==> config.mk <==
export PLATFORM = sky130hd
export DESIGN_NAME = cmsc_top
export DESIGN_NICKNAME = d
export VERILOG_FILES = /design/src/inc/cmsc_pkg.sv /design/src/verilog/cmsc_spi.sv /design/src/verilog/cmsc_top.sv
export SDC_FILE = /design/constraint.sdc
export NUM_CORES = 1
export LEC_CHECK = 0
export BUFFER_PORTS_ARGS = -buffer_cell sky130_fd_sc_hd__buf_4
export CAP_MARGIN = 20
export CORE_ASPECT_RATIO = 1.1
export CORE_UTILIZATION = 50
export CTS_CLUSTER_DIAMETER = 150
export CTS_CLUSTER_SIZE = 28
export DETAILED_ROUTE_END_ITERATION = 10
export HOLD_SLACK_MARGIN = 0.12
export PLACE_DENSITY = 0.67
export RECOVER_POWER = 50
export SETUP_SLACK_MARGIN = 0.05
export SYNTH_ARGS = -nofsm -noshare
export SYNTH_HDL_FRONTEND = slang
export SYNTH_SLANG_ARGS = --single-unit
export TNS_END_PERCENT = 5
==> constraint.sdc <==
create_clock -name CLK -period 4.3 [get_ports CLK]
set_input_delay 0.43 -clock CLK [delete_from_list [all_inputs] [get_ports CLK]]
set_output_delay 0.43 -clock CLK [all_outputs]
set_load 0.05 [all_outputs]
==> src/inc/cmsc_pkg.sv <==
/*
 * Shared constants for the contact monitor mode controller: command
 * field positions, reset values, times and their cycle counts.
 * Assumes a single 250 MHz clock; long counts are overridable at the top.
 */
package cmsc_pkg;

    // Clock rate and times as specified
    localparam int CLK_MHZ        = 250;
    localparam int MS_IN_US       = 1000;
    localparam int POLL_WINDOW_US = 250;
    localparam int WAKE_DELAY_US  = 200;
    localparam int WET_PULSE_MS   = 20;

    // Cycle counts derived from the times above
    localparam int MS_CYC         = MS_IN_US * CLK_MHZ;
    localparam int POLL_WINDOW_CYC = POLL_WINDOW_US * CLK_MHZ;
    localparam int WAKE_DELAY_CYC = WAKE_DELAY_US * CLK_MHZ;

    // Command register layout and reset value
    localparam logic [15:0] CMD_RESET    = 16'h0000;
    localparam int          CMD_HOLD_BIT = 15;
    localparam int          CMD_SCAN_HI  = 14;
    localparam int          CMD_SCAN_LO  = 12;
    localparam int          CMD_WEN_BIT  = 11;
    localparam int          CMD_PAIR01_WETTING_ENABLE_BIT = 10;
    localparam int          CMD_CFG_HI   = 9;
    localparam int          CMD_CFG_LO   = 8;
    localparam int          CMD_MASK_HI  = 7;
    localparam int          FRAME_BITS   = 16;

    // Scan period codes that mean continuous monitoring
    localparam logic [2:0] SCAN_CONT_FIXED = 3'h6;
    localparam logic [2:0] SCAN_CONT       = 3'h7;

    // Operating modes
    typedef enum logic [1:0] {
        MODE_OFF  = 2'b00,
        MODE_WAKE = 2'b01,
        MODE_NORM = 2'b10,
        MODE_SCAN = 2'b11
    } cmsc_mode_t;

    // Scan interval in milliseconds: 64 halved per code step
    function automatic logic [6:0] scan_period_ms(input logic [2:0] code);
        scan_period_ms = 7'h40 >> code;
    endfunction

endpackage

==> src/verilog/cmsc_spi.sv <==
/*
 * Serial host port slave: 16-bit frames, MSB first, data taken on SCLK
 * rising and shifted out on SCLK falling, chip select active low.
 * Assumes the pins are asynchronous; each passes three flip-flops.
 */
`timescale 1ns/1ps
`default_nettype none

module cmsc_spi (
    // Clocking
    input  wire logic        clk,
    input  wire logic        ce,
    input  wire logic        rst,
    // Pins
    input  wire logic        cs_n,
    input  wire logic        sclk,
    input  wire logic        mosi,
    output logic             miso,
    output logic             miso_oe,
    // Core side
    input  wire logic [15:0] status,
    output logic [15:0]      wr_data,
    output logic             frame_done
);

    logic [2:0]  s1_r, s2_r, s3_r, filt_r, filt_nxt;
    logic [15:0] shin_r, shin_nxt, shout_r, shout_nxt, wr_nxt;
    logic [4:0]  cnt_r, cnt_nxt;
    logic        done_nxt;
    logic        cs_fall, cs_rise, sck_rise, sck_fall;

    // A pin change counts once the second and third stages agree
    always_comb begin
        for (int i = 0; i < 3; i++) begin
            filt_nxt[i] = (s2_r[i] == s3_r[i]) ? s3_r[i] : filt_r[i];
        end
    end

    assign cs_fall  = filt_r[0] & ~filt_nxt[0];
    assign cs_rise  = ~filt_r[0] & filt_nxt[0];
    assign sck_rise = ~filt_nxt[0] & ~filt_r[1] & filt_nxt[1];
    assign sck_fall = ~filt_nxt[0] & filt_r[1] & ~filt_nxt[1];

    // Shift engine; the status snapshot is taken at frame start
    always_comb begin
        shin_nxt  = shin_r;
        shout_nxt = shout_r;
        cnt_nxt   = cnt_r;
        wr_nxt    = wr_data;
        done_nxt  = 1'b0;
        if (cs_fall) begin
            shout_nxt = status;
            cnt_nxt   = 5'h00;
        end else if (sck_rise) begin
            shin_nxt = {shin_r[14:0], filt_nxt[2]};
            if (cnt_r != 5'h1F) begin
                cnt_nxt = cnt_r + 5'h01;
            end
        end else if (sck_fall) begin
            shout_nxt = {shout_r[14:0], 1'b0};
        end else if (cs_rise && cnt_r == 5'(cmsc_pkg::FRAME_BITS)) begin
            wr_nxt   = shin_r; // Short or long frames are dropped
            done_nxt = 1'b1;
        end
    end

    always_ff @(posedge clk) begin
        if (rst) begin
            s1_r       <= 3'h5; // Idle levels: select high, SCLK low
            s2_r       <= 3'h5;
            s3_r       <= 3'h5;
            filt_r     <= 3'h5;
            shin_r     <= 16'h0000;
            shout_r    <= 16'h0000;
            cnt_r      <= 5'h00;
            wr_data    <= 16'h0000;
            frame_done <= 1'b0;
        end else if (ce) begin
            s1_r       <= {mosi, sclk, cs_n};
            s2_r       <= s1_r;
            s3_r       <= s2_r;
            filt_r     <= filt_nxt;
            shin_r     <= shin_nxt;
            shout_r    <= shout_nxt;
            cnt_r      <= cnt_nxt;
            wr_data    <= wr_nxt;
            frame_done <= done_nxt;
        end
    end

    assign miso    = shout_r[15];
    assign miso_oe = ~filt_r[0];

endmodule // cmsc_spi

`default_nettype wire

==> src/verilog/cmsc_top.sv <==
/*
 * Contact monitor mode controller: command register, interrupt masking,
 * normal / scan / shutdown sequencing, sense and wetting gating, thermal
 * cut-offs. Assumes comparator results arrive as closed=1 levels from
 * outside the clock domain, and the serial host port drives the register.
 */
`timescale 1ns/1ps
`default_nettype none

module cmsc_top #(
    parameter int CHANNELS  = 8,
    parameter int MS_CYC    = cmsc_pkg::MS_CYC,
    parameter int POLL_CYC  = cmsc_pkg::POLL_WINDOW_CYC,
    parameter int WAKE_CYC  = cmsc_pkg::WAKE_DELAY_CYC
) (
    // Clocking and reset
    input  wire logic                CLK,
    input  wire logic                CE,
    input  wire logic                SYS_RST,
    // Serial host port
    input  wire logic                HOST_CS_N,
    input  wire logic                HOST_SCLK,
    input  wire logic                HOST_MOSI,
    output logic                     HOST_MISO,
    output logic                     HOST_MISO_OE,
    // Switch comparators and control pins
    input  wire logic [CHANNELS-1:0] SWITCH_INPUTS,
    input  wire logic                POWER_OFF_REQUEST_N,
    input  wire logic                TEMP_WARN,
    input  wire logic                TEMP_CRIT,
    // Interrupt
    output logic                     CHANGE_IRQ_N,
    // Analog controls
    output logic [CHANNELS-1:0]      SENSE_CONNECT,
    output logic [CHANNELS-1:0]      WETTING_ON,
    output logic [1:0]               SUPPLY_SIDE_SEL,
    output logic                     INPUTS_HIZ,
    output logic                     REGULATOR_EN,
    output logic                     FIXED_HYST,
    // Direct level outputs of inputs 0 and 1
    output logic                     DIRECT_LEVEL_OUT_0,
    output logic                     DIRECT_LEVEL_OUT_0_OE,
    output logic                     DIRECT_LEVEL_OUT_1,
    output logic                     DIRECT_LEVEL_OUT_1_OE
);

    localparam int NSYNC = CHANNELS + 3;
    localparam int MSW   = $clog2(MS_CYC + 1);
    localparam int PW    = $clog2(POLL_CYC + 1);
    localparam int WW    = $clog2(WAKE_CYC + 1);

    // Synchroniser stages: switches, power-off, warn, crit
    logic [NSYNC-1:0]    s1_r, s2_r, s3_r, filt_r, filt_nxt;
    // Mode and timing
    cmsc_pkg::cmsc_mode_t mode_r, mode_nxt;
    logic [15:0]         monitor_command_r, monitor_command_nxt;
    logic [MSW-1:0]      ms_cnt_r, ms_cnt_nxt;
    logic [6:0]          per_cnt_r, per_cnt_nxt;
    logic [PW-1:0]       win_cnt_r, win_cnt_nxt;
    logic                in_win_r, in_win_nxt;
    logic [WW-1:0]       wake_cnt_r, wake_cnt_nxt;
    logic                ms_tick, win_end;
    // Switch state
    logic [CHANNELS-1:0] switch_state_bits_r, switch_state_bits_nxt;
    logic [4:0]          closed_ms_r [CHANNELS], closed_ms_nxt [CHANNELS];
    logic                irq_r, irq_nxt;
    // Outputs
    logic [CHANNELS-1:0] sense_nxt, wet_nxt, wet_en;
    logic                hiz_nxt, reg_nxt, hyst_nxt, do_oe_nxt;
    // Serial port
    logic [15:0]         wr_data, status_word;
    logic                frame_done;
    // Command fields
    logic [2:0]          scan_code;
    logic                hold_mode, wen, pair01_wetting_enable;
    logic [7:0]          channel_irq_mask;
    logic                sw_live, power_off_request_n, twarn, tcrit;

    assign scan_code             = monitor_command_r[cmsc_pkg::CMD_SCAN_HI:cmsc_pkg::CMD_SCAN_LO];
    assign hold_mode             = monitor_command_r[cmsc_pkg::CMD_HOLD_BIT];
    assign wen                   = monitor_command_r[cmsc_pkg::CMD_WEN_BIT];
    assign pair01_wetting_enable = monitor_command_r[cmsc_pkg::CMD_PAIR01_WETTING_ENABLE_BIT];
    assign channel_irq_mask      = monitor_command_r[cmsc_pkg::CMD_MASK_HI:0];
    assign power_off_request_n   = filt_r[CHANNELS];
    assign twarn                 = filt_r[CHANNELS+1];
    assign tcrit                 = filt_r[CHANNELS+2];
    assign sw_live               = (mode_r == cmsc_pkg::MODE_NORM)
                                   || (mode_r == cmsc_pkg::MODE_SCAN);

    // Input status: closed in the high byte, input 7 at the top
    assign status_word = {switch_state_bits_r, twarn, 7'h00};

    cmsc_spi i_cmsc_spi (
        .clk        (CLK),
        .ce         (CE),
        .rst        (SYS_RST),
        .cs_n       (HOST_CS_N),
        .sclk       (HOST_SCLK),
        .mosi       (HOST_MOSI),
        .miso       (HOST_MISO),
        .miso_oe    (HOST_MISO_OE),
        .status     (status_word),
        .wr_data    (wr_data),
        .frame_done (frame_done)
    );

    // Pin filter: change taken once stages two and three agree
    always_comb begin
        for (int i = 0; i < NSYNC; i++) begin
            filt_nxt[i] = (s2_r[i] == s3_r[i]) ? s3_r[i] : filt_r[i];
        end
    end

    always_ff @(posedge CLK) begin
        if (SYS_RST) begin
            s1_r   <= NSYNC'(1) << CHANNELS; // Match idle levels: no false shutdown
            s2_r   <= NSYNC'(1) << CHANNELS;
            s3_r   <= NSYNC'(1) << CHANNELS;
            filt_r <= NSYNC'(1) << CHANNELS; // Power-off request idles high
        end else if (CE) begin
            s1_r   <= {TEMP_CRIT, TEMP_WARN, POWER_OFF_REQUEST_N, SWITCH_INPUTS};
            s2_r   <= s1_r;
            s3_r   <= s2_r;
            filt_r <= filt_nxt;
        end
    end

    assign ms_tick = (ms_cnt_r == MSW'(MS_CYC - 1));
    assign win_end = in_win_r && (win_cnt_r == '0);

    // Mode sequencing, command register and timebases
    always_comb begin
        mode_nxt            = mode_r;
        monitor_command_nxt = monitor_command_r;
        ms_cnt_nxt          = ms_tick ? '0 : ms_cnt_r + MSW'(1);
        per_cnt_nxt         = per_cnt_r;
        win_cnt_nxt         = win_cnt_r;
        in_win_nxt          = in_win_r;
        wake_cnt_nxt        = wake_cnt_r;
        case (mode_r)
            cmsc_pkg::MODE_OFF: begin
                monitor_command_nxt = cmsc_pkg::CMD_RESET;
                wake_cnt_nxt        = '0;
                if (power_off_request_n) begin
                    mode_nxt = cmsc_pkg::MODE_WAKE;
                end
            end
            cmsc_pkg::MODE_WAKE: begin
                wake_cnt_nxt = wake_cnt_r + WW'(1);
                if (wake_cnt_r == WW'(WAKE_CYC - 1)) begin
                    monitor_command_nxt = cmsc_pkg::CMD_RESET;
                    mode_nxt            = cmsc_pkg::MODE_SCAN;
                end
            end
            cmsc_pkg::MODE_NORM, cmsc_pkg::MODE_SCAN: begin
                if (frame_done) begin
                    monitor_command_nxt = wr_data;
                end
                if (monitor_command_nxt[cmsc_pkg::CMD_SCAN_HI:cmsc_pkg::CMD_SCAN_HI-1]
                        == 2'h3) begin
                    mode_nxt = cmsc_pkg::MODE_NORM;
                end else begin
                    mode_nxt = cmsc_pkg::MODE_SCAN;
                end
            end
            default: mode_nxt = cmsc_pkg::MODE_OFF;
        endcase
        if (!power_off_request_n) begin
            mode_nxt = cmsc_pkg::MODE_OFF;
        end
        // Scan timing: one poll window per programmed period
        if (mode_r != cmsc_pkg::MODE_SCAN) begin
            per_cnt_nxt = '0;
            in_win_nxt  = 1'b0;
            win_cnt_nxt = '0;
        end else begin
            if (ms_tick) begin
                if (per_cnt_r + 7'h01 >= cmsc_pkg::scan_period_ms(scan_code)) begin
                    per_cnt_nxt = '0;
                    in_win_nxt  = 1'b1;
                    win_cnt_nxt = PW'(POLL_CYC - 1);
                end else begin
                    per_cnt_nxt = per_cnt_r + 7'h01;
                end
            end
            if (in_win_r && !(ms_tick && in_win_nxt && win_cnt_r == '0)) begin
                if (win_cnt_r == '0) begin
                    in_win_nxt = 1'b0;
                end else begin
                    win_cnt_nxt = win_cnt_r - PW'(1);
                end
            end
        end
    end

    always_ff @(posedge CLK) begin
        if (SYS_RST) begin
            mode_r            <= cmsc_pkg::MODE_SCAN;
            monitor_command_r <= cmsc_pkg::CMD_RESET;
            ms_cnt_r          <= '0;
            per_cnt_r         <= '0;
            win_cnt_r         <= '0;
            in_win_r          <= 1'b0;
            wake_cnt_r        <= '0;
        end else if (CE) begin
            mode_r            <= mode_nxt;
            monitor_command_r <= monitor_command_nxt;
            ms_cnt_r          <= ms_cnt_nxt;
            per_cnt_r         <= per_cnt_nxt;
            win_cnt_r         <= win_cnt_nxt;
            in_win_r          <= in_win_nxt;
            wake_cnt_r        <= wake_cnt_nxt;
        end
    end

    // Debounced state, closure age and change interrupt
    always_comb begin
        logic [CHANNELS-1:0] take, chg;
        take  = '0;
        chg   = '0;
        if (mode_r == cmsc_pkg::MODE_NORM) begin
            take = '1;
        end else if (mode_r == cmsc_pkg::MODE_SCAN && win_end) begin
            take = '1; // Sample at the close of the poll window
        end
        take[1:0] = take[1:0] & {2{pair01_wetting_enable}};
        switch_state_bits_nxt = sw_live
            ? (take & filt_r[CHANNELS-1:0]) | (~take & switch_state_bits_r) : '0;
        for (int i = 0; i < CHANNELS; i++) begin
            closed_ms_nxt[i] = closed_ms_r[i];
            if (!switch_state_bits_nxt[i]) begin
                closed_ms_nxt[i] = 5'h00;
            end else if (ms_tick && closed_ms_r[i] != 5'(cmsc_pkg::WET_PULSE_MS)) begin
                closed_ms_nxt[i] = closed_ms_r[i] + 5'h01;
            end
        end
        chg = (switch_state_bits_nxt ^ switch_state_bits_r) & take
              & ~channel_irq_mask;
        // A new change wins over the release by a status read
        irq_nxt = sw_live && ((irq_r && !frame_done) || (|chg));
    end

    always_ff @(posedge CLK) begin
        if (SYS_RST) begin
            switch_state_bits_r <= '0;
            irq_r               <= 1'b0;
            for (int i = 0; i < CHANNELS; i++) begin
                closed_ms_r[i] <= 5'h00;
            end
        end else if (CE) begin
            switch_state_bits_r <= switch_state_bits_nxt;
            irq_r               <= irq_nxt;
            closed_ms_r         <= closed_ms_nxt;
        end
    end

    // Wetting permitted per channel: inputs 0/1 need both enables
    assign wet_en = {{(CHANNELS-2){wen}}, {2{wen & pair01_wetting_enable}}};

    // Analog control levels, registered
    always_comb begin
        sense_nxt = '0;
        wet_nxt   = '0;
        hiz_nxt   = 1'b1;
        reg_nxt   = ~tcrit;
        hyst_nxt  = 1'b0;
        do_oe_nxt = 1'b0;
        if (mode_r == cmsc_pkg::MODE_OFF) begin
            reg_nxt = 1'b0;
        end else if (sw_live) begin
            hiz_nxt = 1'b0;
            if (mode_r == cmsc_pkg::MODE_NORM || in_win_r) begin
                sense_nxt = {{(CHANNELS-2){1'b1}}, {2{pair01_wetting_enable}}};
            end
            for (int i = 0; i < CHANNELS; i++) begin
                wet_nxt[i] = wet_en[i] && switch_state_bits_r[i] && !twarn
                    && (mode_r == cmsc_pkg::MODE_NORM || in_win_r)
                    && (hold_mode || closed_ms_r[i] != 5'(cmsc_pkg::WET_PULSE_MS));
            end
            hyst_nxt  = (mode_r == cmsc_pkg::MODE_NORM)
                        && (scan_code == cmsc_pkg::SCAN_CONT_FIXED);
            do_oe_nxt = (mode_r == cmsc_pkg::MODE_NORM) && !pair01_wetting_enable;
        end
    end

    always_ff @(posedge CLK) begin
        if (SYS_RST) begin
            SENSE_CONNECT         <= '0;
            WETTING_ON            <= '0;
            SUPPLY_SIDE_SEL       <= 2'h0;
            INPUTS_HIZ            <= 1'b0;
            REGULATOR_EN          <= 1'b1;
            FIXED_HYST            <= 1'b0;
            DIRECT_LEVEL_OUT_0    <= 1'b0;
            DIRECT_LEVEL_OUT_0_OE <= 1'b0;
            DIRECT_LEVEL_OUT_1    <= 1'b0;
            DIRECT_LEVEL_OUT_1_OE <= 1'b0;
        end else if (CE) begin
            SENSE_CONNECT         <= sense_nxt;
            WETTING_ON            <= wet_nxt;
            SUPPLY_SIDE_SEL       <= monitor_command_r[cmsc_pkg::CMD_CFG_HI:cmsc_pkg::CMD_CFG_LO];
            INPUTS_HIZ            <= hiz_nxt;
            REGULATOR_EN          <= reg_nxt;
            FIXED_HYST            <= hyst_nxt;
            DIRECT_LEVEL_OUT_0    <= filt_r[0];
            DIRECT_LEVEL_OUT_0_OE <= do_oe_nxt;
            DIRECT_LEVEL_OUT_1    <= filt_r[1];
            DIRECT_LEVEL_OUT_1_OE <= do_oe_nxt;
        end
    end

    assign CHANGE_IRQ_N = ~irq_r; // Interrupt pin is active low

endmodule // cmsc_top

`default_nettype wire

## Yosys cells after proc, flatten, opt, wreduce, memory -nomap -nowiden

Index checks and enable logic that the tools add are counted.

| word-level totals | value |
|---|---|
| flip-flop bits (word level) | 259 |
| input bits | 17 |
| output and inout port bits | 28 |

| cells by class | value |
|---|---|
| $add $sub $neg | 13 |
| order comparisons | 1 |
| equality and inequality tests | 44 |
| shifts and indexed selects | 1 |
| multiplexer cells | 68 |
| bitwise gates (word level) | 25 |
| reduce and logical (&&, ||, !) cells | 102 |

Operators by type and width:

| kind | count |
|---|---|
| 16-bit two-way mux | 11 |
| 5-bit two-way mux | 19 |
| 8-bit two-way mux | 8 |
| 1-bit logical AND | 50 |
| 16-bit case mux with 3 select lines | 1 |
| 2-bit AND reduction | 23 |
| 5-bit by 1-bit adder with 5-bit output (second input constant) | 9 |
| 5-bit != test (second input constant) | 9 |
| 8-bit bitwise AND | 4 |
| 16-bit case mux with 2 select lines | 1 |
| 1-bit two-way mux | 21 |
| 7-bit two-way mux | 3 |
| 2-bit by 1-bit != test with 1-bit output (second input constant) | 10 |
| 18-bit by 1-bit adder with 18-bit output (second input constant) | 1 |
| 18-bit equality test (second input constant) | 1 |
| 18-bit two-way mux | 1 |
| 16-bit by 1-bit adder with 16-bit output (second input constant) | 1 |
| 16-bit equality test (second input constant) | 1 |
| 16-bit logical NOT | 1 |
| 8-bit inverter | 2 |
| 16-bit by 1-bit subtractor with 16-bit output (second input constant) | 1 |
| 1-bit equality test | 14 |
| 3-bit AND reduction | 4 |
| 1-bit logical OR | 11 |
| 22 further kinds | 47 |

## Logic depth before layout (Yosys ltp)

Gate-level depths: netlist of run 1.

| depth | value |
|---|---|
| word-level depth | 16 |
| mapped depth | 12 |
| mapped depth without buffers | 11 |

## Modules after synthesis

A second synthesis of run 1 with hierarchy kept.

| second synthesis, totals | value |
|---|---|
| cells, all modules | 1398 |
| area, all modules | 12067.8 sq um |

By module, submodules not included:

| module | instances | cells each | area an instance (sq um) |
|---|---|---|---|
| cmsc_top | 1 | 1084 | 9128.8 |
| cmsc_spi | 1 | 314 | 2939.1 |

## Worst setup path before layout of run 1

No wires, ideal clock.

| timing path | value |
|---|---|
| path kind | register to register |
| from | register per_cnt_r[0] |
| to | register win_cnt_r[10] |
| arrival | 2.590 ns |
| setup slack | 1.592 ns |
| cell stages (with the launch flop) | 11 |
| buffers on the path | 0 |
| period minus slack after synthesis | 2.708 ns |
| path through | dfxtp_1 -> ha_1 -> nand3_1 -> and2_1 -> or2_2 -> ha_1 -> and3_1 -> a311oi_1 -> a211oi_1 -> or2_2 -> a32o_1 |

| on the way | value |
|---|---|
| cells in the longest elaborated chain, start to end | 11 |
| elaborated cells between the ends (all ways) | 14 |

Ends and longest elaborated chain:

| what | line | RTL |
|---|---|---|
| start, declared | cmsc_top.sv:58 | `logic [6:0] per_cnt_r, per_cnt_nxt;` |
| start signal, assigned | cmsc_top.sv:209 | `per_cnt_r <= per_cnt_nxt;` |
| 7-bit by 1-bit adder with 7-bit output (*) | cmsc_top.sv:178 | `if (per_cnt_r + 7'h01 >= cmsc_pkg::scan_period_ms(scan_code)) begin` |
| 7-bit >= comparator (*) | cmsc_top.sv:178 |  |
| 1-bit two-way mux | cmsc_top.sv:178 |  |
| 1-bit two-way mux | cmsc_top.sv:177 | `if (ms_tick) begin` |
| 1-bit two-way mux | cmsc_top.sv:172 | `if (mode_r != cmsc_pkg::MODE_SCAN) begin` |
| 1-bit logical AND (2 in series) | cmsc_top.sv:186 | `if (in_win_r && !(ms_tick && in_win_nxt && win_cnt_r == '0)) begin` |
| 1-bit logical NOT | cmsc_top.sv:186 |  |
| 1-bit logical AND | cmsc_top.sv:186 |  |
| 16-bit two-way mux (*) | cmsc_top.sv:186 |  |
| 16-bit two-way mux (*) | cmsc_top.sv:172 |  |
| end signal, assigned | cmsc_top.sv:210 | `win_cnt_r <= win_cnt_nxt;` |
| end, declared | cmsc_top.sv:59 | `logic [PW-1:0] win_cnt_r, win_cnt_nxt;` |

Mark *: on every way between the ends. The rest lies on a longest branch, timed or not. The select of a mux whose other input is x is not followed.
A chain may end at the register's enable or synchronous reset.

==> results of run 1 <==
## how the worst max path moves through the flow
stage,from,to,slack [ns]
2_1_floorplan,per_cnt_r[0]$_SDFFE_PP0P_,win_cnt_r[10]$_SDFFE_PP0P_,1.59
4_1_cts,per_cnt_r[0]$_SDFFE_PP0P_,win_cnt_r[10]$_SDFFE_PP0P_,1.27
3_5_place_dp,per_cnt_r[0]$_SDFFE_PP0P_,win_cnt_r[10]$_SDFFE_PP0P_,1.27
3_3_place_gp,per_cnt_r[0]$_SDFFE_PP0P_,win_cnt_r[10]$_SDFFE_PP0P_,1.40
5_1_grt,CE,WETTING_ON[1]$_SDFFE_PP0P_,0.63
6_report,CE,WETTING_ON[1]$_SDFFE_PP0P_,0.93
## registers in the layout, summed over array words and instances, names as in the netlist, 2 cells and up
signal	flops
SENSE_CONNECT	2
SUPPLY_SIDE_SEL	2
i_cmsc_spi.cnt_r	5
per_cnt_r	7
s3_r	11
i_cmsc_spi.shin_r	16
ms_cnt_r	18
s2_r	11
i_cmsc_spi.s3_r	3
filt_r	11
mode_r	2
i_cmsc_spi.filt_r	3
s1_r	11
i_cmsc_spi.s2_r	3
closed_ms_r	40
i_cmsc_spi.wr_data	16
i_cmsc_spi.shout_r	9
wake_cnt_r	16
switch_state_bits_r	8
WETTING_ON	8
win_cnt_r	16
i_cmsc_spi.s1_r	3
monitor_command_r	16
## layout make-up
type                    instances  area, µm²  area share (%)
inverters                      35        131            1.08
repair buffers                 59        314            2.58
well taps                     295        369            3.04
clock inverters                 1       8.76          0.0720
clock buffers                  13        325            2.68
multi-input cells             974       6080            50.0
flip-flops and latches        246       4920            40.5
## stage by stage
stage               hold WS [ns]  total power, mW
global route               0.167             3.93
finish                     0.168             3.78
global placement           0.440             2.58
CTS                        0.157             3.83
floorplan                  0.427             2.52
detailed placement         0.446             2.58
## worst max-delay path, stage by stage
cell and delay (ns):
sky130_fd_sc_hd__buf_4 0.50, sky130_fd_sc_hd__clkbuf_1 1.40, sky130_fd_sc_hd__nand2_1 0.21, sky130_fd_sc_hd__nor3b_1 0.28
sky130_fd_sc_hd__clkbuf_1 0.44, sky130_fd_sc_hd__o2111ai_1 0.29, sky130_fd_sc_hd__a21oi_1 0.20
## metal layers
metal	global-route usage [%]	wire length (µm)
met5	0	0
met4	5.26	507
met1	30.4	12700
met3	2.33	968
met2	37.4	12000
## placed cells by master, fill, tap and decap left out, types with 5 or more instances in the layout
cell type / count
sky130_fd_sc_hd__a211oi_1: 10
sky130_fd_sc_hd__inv_1: 35
sky130_fd_sc_hd__nand4b_1: 10
sky130_fd_sc_hd__nand2b_1: 7
sky130_fd_sc_hd__xnor2_1: 20
sky130_fd_sc_hd__nand2_1: 121
sky130_fd_sc_hd__a31oi_1: 15
sky130_fd_sc_hd__nor2b_1: 9
sky130_fd_sc_hd__buf_4: 24
sky130_fd_sc_hd__and4_1: 7
sky130_fd_sc_hd__a21oi_1: 105
sky130_fd_sc_hd__nand4_1: 46
sky130_fd_sc_hd__o21ai_0: 66
sky130_fd_sc_hd__xor2_1: 31
sky130_fd_sc_hd__or2_2: 10
sky130_fd_sc_hd__or4_1: 6
sky130_fd_sc_hd__a22o_1: 9
sky130_fd_sc_hd__mux2i_1: 86
sky130_fd_sc_hd__o211ai_1: 14
sky130_fd_sc_hd__a22oi_1: 7
sky130_fd_sc_hd__dfxtp_1: 246
sky130_fd_sc_hd__nor2_1: 159
sky130_fd_sc_hd__nor4_1: 17
sky130_fd_sc_hd__or3_1: 15
sky130_fd_sc_hd__nand3_1: 48
sky130_fd_sc_hd__nor3_1: 17
sky130_fd_sc_hd__and4b_1: 5
sky130_fd_sc_hd__o22ai_1: 7
sky130_fd_sc_hd__a31o_2: 5
sky130_fd_sc_hd__a21o_1: 8
sky130_fd_sc_hd__ha_1: 31
sky130_fd_sc_hd__and2_1: 7
sky130_fd_sc_hd__and3_1: 14
sky130_fd_sc_hd__clkbuf_16: 13
sky130_fd_sc_hd__clkbuf_1: 33
## cells by family (layout without fill, tap and decap cells)
kind of cell / Yosys count / after routing / synth area share [%]
fa+ha+maj: 32 / 32 / 3.47
simple gates: 525 / 525 / 23.0
xor+xnor: 51 / 51 / 3.90
flops: 246 / 246 / 43.0
buf+inv: 115 / 108 / 4.08
mux: 90 / 90 / 7.90
compound gates: 276 / 276 / 14.7
## power by group through the flow
stage | clock network (mW) | logic, mW | registers [mW]
final | 1.26 | 0.201 | 2.32
after global routing | 1.39 | 0.221 | 2.33
after CTS | 1.31 | 0.206 | 2.32
after detailed placement | 0 | 0.205 | 2.37
after global placement | 0 | 0.204 | 2.37
after floorplan | 0 | 0.146 | 2.37
==> flow_metrics.env, run 1 <==
export IMPL_run_status="complete, but fails checks"
export IMPL_violated_checks="capacitance limit, slew limit"
export IMPL_number_of_global_route_vias_before_repair=8652
export IMPL_cp_max_fo=51
export IMPL_setup_viol_count_final=0
export IMPL_r2r_setup_slack_ns=1.24
export IMPL_maximum_number_of_pins_on_one_net_before_global_route_repair=112
export IMPL_grt_antenna_before_repair=0
export IMPL_cts_hold_buf=0
export IMPL_critPathLaunchType="input pin"
export IMPL_holdCritPathClass="input pin to flip-flop"
export IMPL_intPower_mw=2.91
export IMPL_floorplan_rows=57
export IMPL_tightest_slew_ns=2.17
export IMPL_post_synth_cell_area_avg_um2=8.59
export IMPL_height_of_the_die_um=161
export IMPL_io_pin_count=45
export IMPL_ctsLongestPathBuffers=3
export IMPL_post_layout_nonfiller_instances=1623
export IMPL_yosysTopAreaCellShare_pct=43.0
export IMPL_peakVddDrop_mv=0.347
export IMPL_fin_worst_skew_ns=0.0195
export IMPL_via_count=9387
export IMPL_finalNetCount=1376
export IMPL_setup_repair_after_global_routing_missed_its_margin="false"
export IMPL_cts_inserted_buffers=12
export IMPL_max_frequency_mhz=297
export IMPL_clock_tree_root="sky130_fd_sc_hd__clkbuf_16"
export IMPL_ctsResizeCount=0
export IMPL_placed_area_um2=12000
export IMPL_die_area_um2=23500
export IMPL_wire_length_of_the_first_global_routing_pass_um=43600
export IMPL_synth_seq_area_share_pct=43.0
export IMPL_min_delay_worst_endpoint="s1_r[8]$_SDFFE_PP1P_"
export IMPL_drt_first_pass_iters=6
export IMPL_layout_worst_path_cycle_share_pct=78.4
export IMPL_timing_worst_setup_path_type="input pin to flip-flop"
export IMPL_p_seq_share_pct=61.4
export IMPL_cp_required_ns=4.71
export IMPL_layout_min_cycle_time_ns=3.37
export IMPL_htree_num_levels=1
export IMPL_worstReg2RegEnd="win_cnt_r[10]$_SDFFE_PP0P_"
export IMPL_place_inst=1609
export IMPL_tritoncts_clock_tree="built"
export IMPL_max_cap_viol_count=3
export IMPL_r2r_start="per_cnt_r[0]$_SDFFE_PP0P_"
export IMPL_tritoncts_num_sinks=246
export IMPL_routed_wirelength_normalized_by_instance_count_um=16.1
export IMPL_fillCellCount=2094
export IMPL_finalWeightedCongestion=0.824
export IMPL_ant_nets=0
export IMPL_hpwlAfterDp_um=17800
export IMPL_netSwitchingPower_mw=0.871
export IMPL_synthesized_instance_count=1335
export IMPL_area_growth_synth_to_final_pct=6.02
export IMPL_timing_hold_violations_final=0
export IMPL_rr_worst_depth=10
export IMPL_final_setup_tns_ns=0
export IMPL_effective_utilization_at_floorplan_pct=51.4
export IMPL_layout_drive_gt1_share_pct=5.65
export IMPL_placement_io_buffers=44
export IMPL_yosysWarningCount=0
export IMPL_drv_slew=186
export IMPL_crit_path_arrival_time_ns=3.78
export IMPL_worst_setup_path_end_kind="flip-flop"
export IMPL_power_leakage_nw=4.45
export IMPL_yosys_cell_types_count=65
export IMPL_ys_top_cells_by_area="sky130_fd_sc_hd__dfxtp_1 43%, sky130_fd_sc_hd__mux2i_1 7.5%, sky130_fd_sc_hd__nor2_1 5.2%"
export IMPL_leftover_overflow_at_the_end_of_global_routing=0
export IMPL_synth_most_common_cell="sky130_fd_sc_hd__dfxtp_1"
export IMPL_yosys_area_top_type="sky130_fd_sc_hd__dfxtp_1"
export IMPL_clk_transition_reported_paths_ns=0.11
export IMPL_insertion_delay_ns=0.48
export IMPL_power_density_nw_per_um2=311
export IMPL_postSynthRegisterBits=246
export IMPL_fp_dieW_um=146
export IMPL_post_detailed_routing_wire_length_um=26100
export IMPL_core_region_area_um2=22300
export IMPL_synth_async_sr_flop_share_pct=0
export IMPL_place_ws_ns=1.27
export IMPL_synth_main_ff_cell="sky130_fd_sc_hd__dfxtp_1"
export IMPL_starting_drc_count_in_detailed_routing=446
export IMPL_ys_top_cells_by_count="246 x sky130_fd_sc_hd__dfxtp_1, 159 x sky130_fd_sc_hd__nor2_1, 121 x sky130_fd_sc_hd__nand2_1"
export IMPL_gr_usage_all_layers_pct=22.2
export IMPL_synth_net_count=1383
export IMPL_via_per_inst=5.78
export IMPL_area_of_the_mapped_netlist_um2=11500
export IMPL_post_synth_edffs=0
export IMPL_timing_max_slew_rel_slack_pct=-44.8
export IMPL_power_share_combinational_pct=5.3
export IMPL_timing_final_ws_setup_ns=0.929
export IMPL_power_frac_clock_pct=33.3
export IMPL_final_cell_area_um2=12200
export IMPL_antenna_cells=0
export IMPL_swShare_pct=23.0
export IMPL_final_util_pct=54.5
export IMPL_post_route_drc_count=0
export IMPL_hold_path_startpoint="POWER_OFF_REQUEST_N"
export IMPL_cts_setup_buffers=0
export IMPL_hold_path_cell_count=3
Power figures use the tool's default switching activity.
==> run 2: changes to the inputs <==
==> constraint.sdc (replaced) <==
create_clock -name CLK -period 3.5 [get_ports CLK]
set_input_delay 0.35 -clock CLK [delete_from_list [all_inputs] [get_ports CLK]]
set_output_delay 0.35 -clock CLK [all_outputs]
set_load 0.05 [all_outputs]
==> flow_metrics.env, run 2 (synthesized netlist as in run 1, its figures left out) <==
export IMPL_post_route_drc_count=0
export IMPL_die_area_um2=23500
export IMPL_via_count=9439
export IMPL_timing_hold_violations_final=0
export IMPL_timing_final_ws_setup_ns=0.446
export IMPL_rr_worst_depth=10
export IMPL_finalNetCount=1397
export IMPL_timing_worst_setup_path_type="input pin to flip-flop"
export IMPL_number_of_global_route_vias_before_repair=8924
export IMPL_crit_path_cell_trace="buf_4 > inv_1 > clkbuf_1 > clkbuf_1 > o21ai_0 > a21oi_1"
export IMPL_post_detailed_routing_wire_length_um=26300
export IMPL_final_cell_area_um2=12400
export IMPL_floorplan_rows=57
export IMPL_tritoncts_clock_tree="built"
export IMPL_height_of_the_die_um=161
export IMPL_leftover_overflow_at_the_end_of_global_routing=0
export IMPL_ant_nets=0
export IMPL_hpwlAfterDp_um=17900
export IMPL_routed_wirelength_normalized_by_instance_count_um=16.0
export IMPL_min_delay_worst_endpoint="win_cnt_r[9]$_SDFFE_PP0P_"
export IMPL_area_growth_synth_to_final_pct=7.73
export IMPL_worstReg2RegEnd="win_cnt_r[10]$_SDFFE_PP0P_"
export IMPL_antenna_cells=0
export IMPL_io_pin_count=45
export IMPL_area_sequential_um2=4920
export IMPL_global_route_usage_met3_pct=3.10
export IMPL_peakVddDrop_mv=0.352
export IMPL_place_inst=1616
export IMPL_layout_cells_most_common="sky130_fd_sc_hd__dfxtp_1"
export IMPL_timing_max_slew_rel_slack_pct=-36.0
export IMPL_power_density_nw_per_um2=379
export IMPL_largest_reg_flops=40
export IMPL_drv_slew=89
export IMPL_fillCellCount=2099
export IMPL_cts_inserted_buffers=12
export IMPL_max_flop_register="closed_ms_r"
export IMPL_hold_path_startpoint="CE"
export IMPL_drt_first_pass_iters=5
export IMPL_final_setup_tns_ns=0
export IMPL_layout_worst_path_cycle_share_pct=87.3
export IMPL_via_per_inst=5.74
export IMPL_tritoncts_num_sinks=246
export IMPL_fp_dieW_um=146
export IMPL_setup_viol_count_final=0
export IMPL_starting_drc_count_in_detailed_routing=664
export IMPL_grt_most_used_layer="met2"
export IMPL_placed_area_um2=12000
export IMPL_layout_drive_gt1_share_pct=5.86
export IMPL_maximum_number_of_pins_on_one_net_before_global_route_repair=130
export IMPL_wire_length_of_the_first_global_routing_pass_um=44400
export IMPL_placement_io_buffers=44
export IMPL_run_status="complete, but fails checks"
export IMPL_cp_required_ns=3.91
export IMPL_final_hold_worst_slack_ns=0.307
export IMPL_place_ws_ns=0.546
export IMPL_insertion_delay_ns=0.50
export IMPL_core_region_area_um2=22300
export IMPL_critPathLaunchType="input pin"
export IMPL_grt_antenna_before_repair=0
export IMPL_grt_met1_usage_pct=30.6
export IMPL_clk_transition_reported_paths_ns=0.12
export IMPL_setup_repair_after_global_routing_missed_its_margin="false"
export IMPL_cpPeakStageDelay_ns=1.07
export IMPL_violated_checks="capacitance limit, slew limit"
export IMPL_layout_cells_most_common_list="246 x sky130_fd_sc_hd__dfxtp_1, 159 x sky130_fd_sc_hd__nor2_1, 121 x sky130_fd_sc_hd__nand2_1"
export IMPL_r2r_start="per_cnt_r[0]$_SDFFE_PP0P_"
export IMPL_hold_path_cell_count=2
export IMPL_worst_setup_path_end_kind="flip-flop"
export IMPL_multiInputGateArea_um2=6080
export IMPL_post_layout_nonfiller_instances=1644
export IMPL_clock_tree_root="sky130_fd_sc_hd__clkbuf_16"
export IMPL_crit_path_arrival_time_ns=3.46
export IMPL_power_leakage_nw=4.54
export IMPL_layout_min_cycle_time_ns=3.05
export IMPL_met2_usage_pct=37.6
export IMPL_htree_num_levels=1
export IMPL_fin_worst_skew_ns=0.0299
export IMPL_max_cap_viol_count=3
export IMPL_finalWeightedCongestion=0.835
export IMPL_tightest_slew_ns=2.04
export IMPL_max_frequency_mhz=327
export IMPL_crit_top_cell="sky130_fd_sc_hd__clkbuf_1"
export IMPL_crit_path_top_delay_cell="sky130_fd_sc_hd__clkbuf_1"
export IMPL_ctsLongestPathBuffers=3
export IMPL_r2r_setup_slack_ns=0.51
export IMPL_cp_max_fo=30
export IMPL_effective_utilization_at_floorplan_pct=51.4
export IMPL_holdCritPathClass="input pin to flip-flop"
export IMPL_largest_registers="closed_ms_r x40, ms_cnt_r x18"
export IMPL_gr_usage_all_layers_pct=22.6
[run 2: cell count changes in the layout (fill, tap and decap cells not counted), moves of 2 or more]
cell,previous run,this run
sky130_fd_sc_hd__dlygate4sd3_1,0,14
sky130_fd_sc_hd__buf_4,24,29
sky130_fd_sc_hd__and2_0,4,8
sky130_fd_sc_hd__and2_1,7,3
sky130_fd_sc_hd__clkbuf_1,33,35
[run 2: where the power goes]
part	total (mW)	internal (mW)	switching, mW
combinational	0.265	0.0885	0.176
clock	1.57	0.675	0.894
sequential	2.85	2.83	0.0247
total	4.69	3.59	1.10
[run 2: layout make-up]
type / count / area share (%)
clock buffers: 13 / 2.63
clock inverters: 1 / 0.0709
inverters: 35 / 1.06
multi-input cells: 974 / 49.2
flip-flops and latches: 246 / 39.9
well taps: 295 / 2.99
repair buffers: 80 / 4.16
[run 2: worst max-delay path, delay by kind of cell]
family                 cells  cell delay (ns)
buffers and inverters      4             2.70
AO/OA/AOI/OAI              2             0.37
[run 2: repair_timing]
item	4_1_cts	5_1_grt
hold buffers	14	0
hold endpoints to repair	14	0
resized for setup	0	0
setup buffers	0	0
[run 2: metrics by stage]
stage / util (%) / power (mW)
6_report: 55.3 / 4.69
5_1_grt: 55.3 / 4.85
4_1_cts: 56.0 / 4.74
3_5_place_dp: 53.8 / 3.17
3_3_place_gp: 53.8 / 3.17
2_1_floorplan: - / 3.09
[run 2: worst max-delay path by stage]
stage | depth (start not counted) | slack [ns] | to | startpoint
detailed placement | 10 | 0.55 | win_cnt_r[10]$_SDFFE_PP0P_ | per_cnt_r[0]$_SDFFE_PP0P_
finish | 6 | 0.45 | filt_r[7]$_SDFFE_PP0P_ | CE
global route | 6 | 0.18 | filt_r[9]$_SDFFE_PP0P_ | CE
global placement | 10 | 0.59 | win_cnt_r[10]$_SDFFE_PP0P_ | per_cnt_r[0]$_SDFFE_PP0P_
floorplan | 10 | 0.79 | win_cnt_r[10]$_SDFFE_PP0P_ | per_cnt_r[0]$_SDFFE_PP0P_
CTS | 10 | 0.53 | win_cnt_r[10]$_SDFFE_PP0P_ | per_cnt_r[0]$_SDFFE_PP0P_
[run 2: per-layer routing]
metal | vias to the layer above | wire (µm)
met4 | 0 | 528
met3 | 36 | 1050
met1 | 4454 | 12500
met2 | 174 | 12200
li1 | 4775 | -
met5 | - | 0
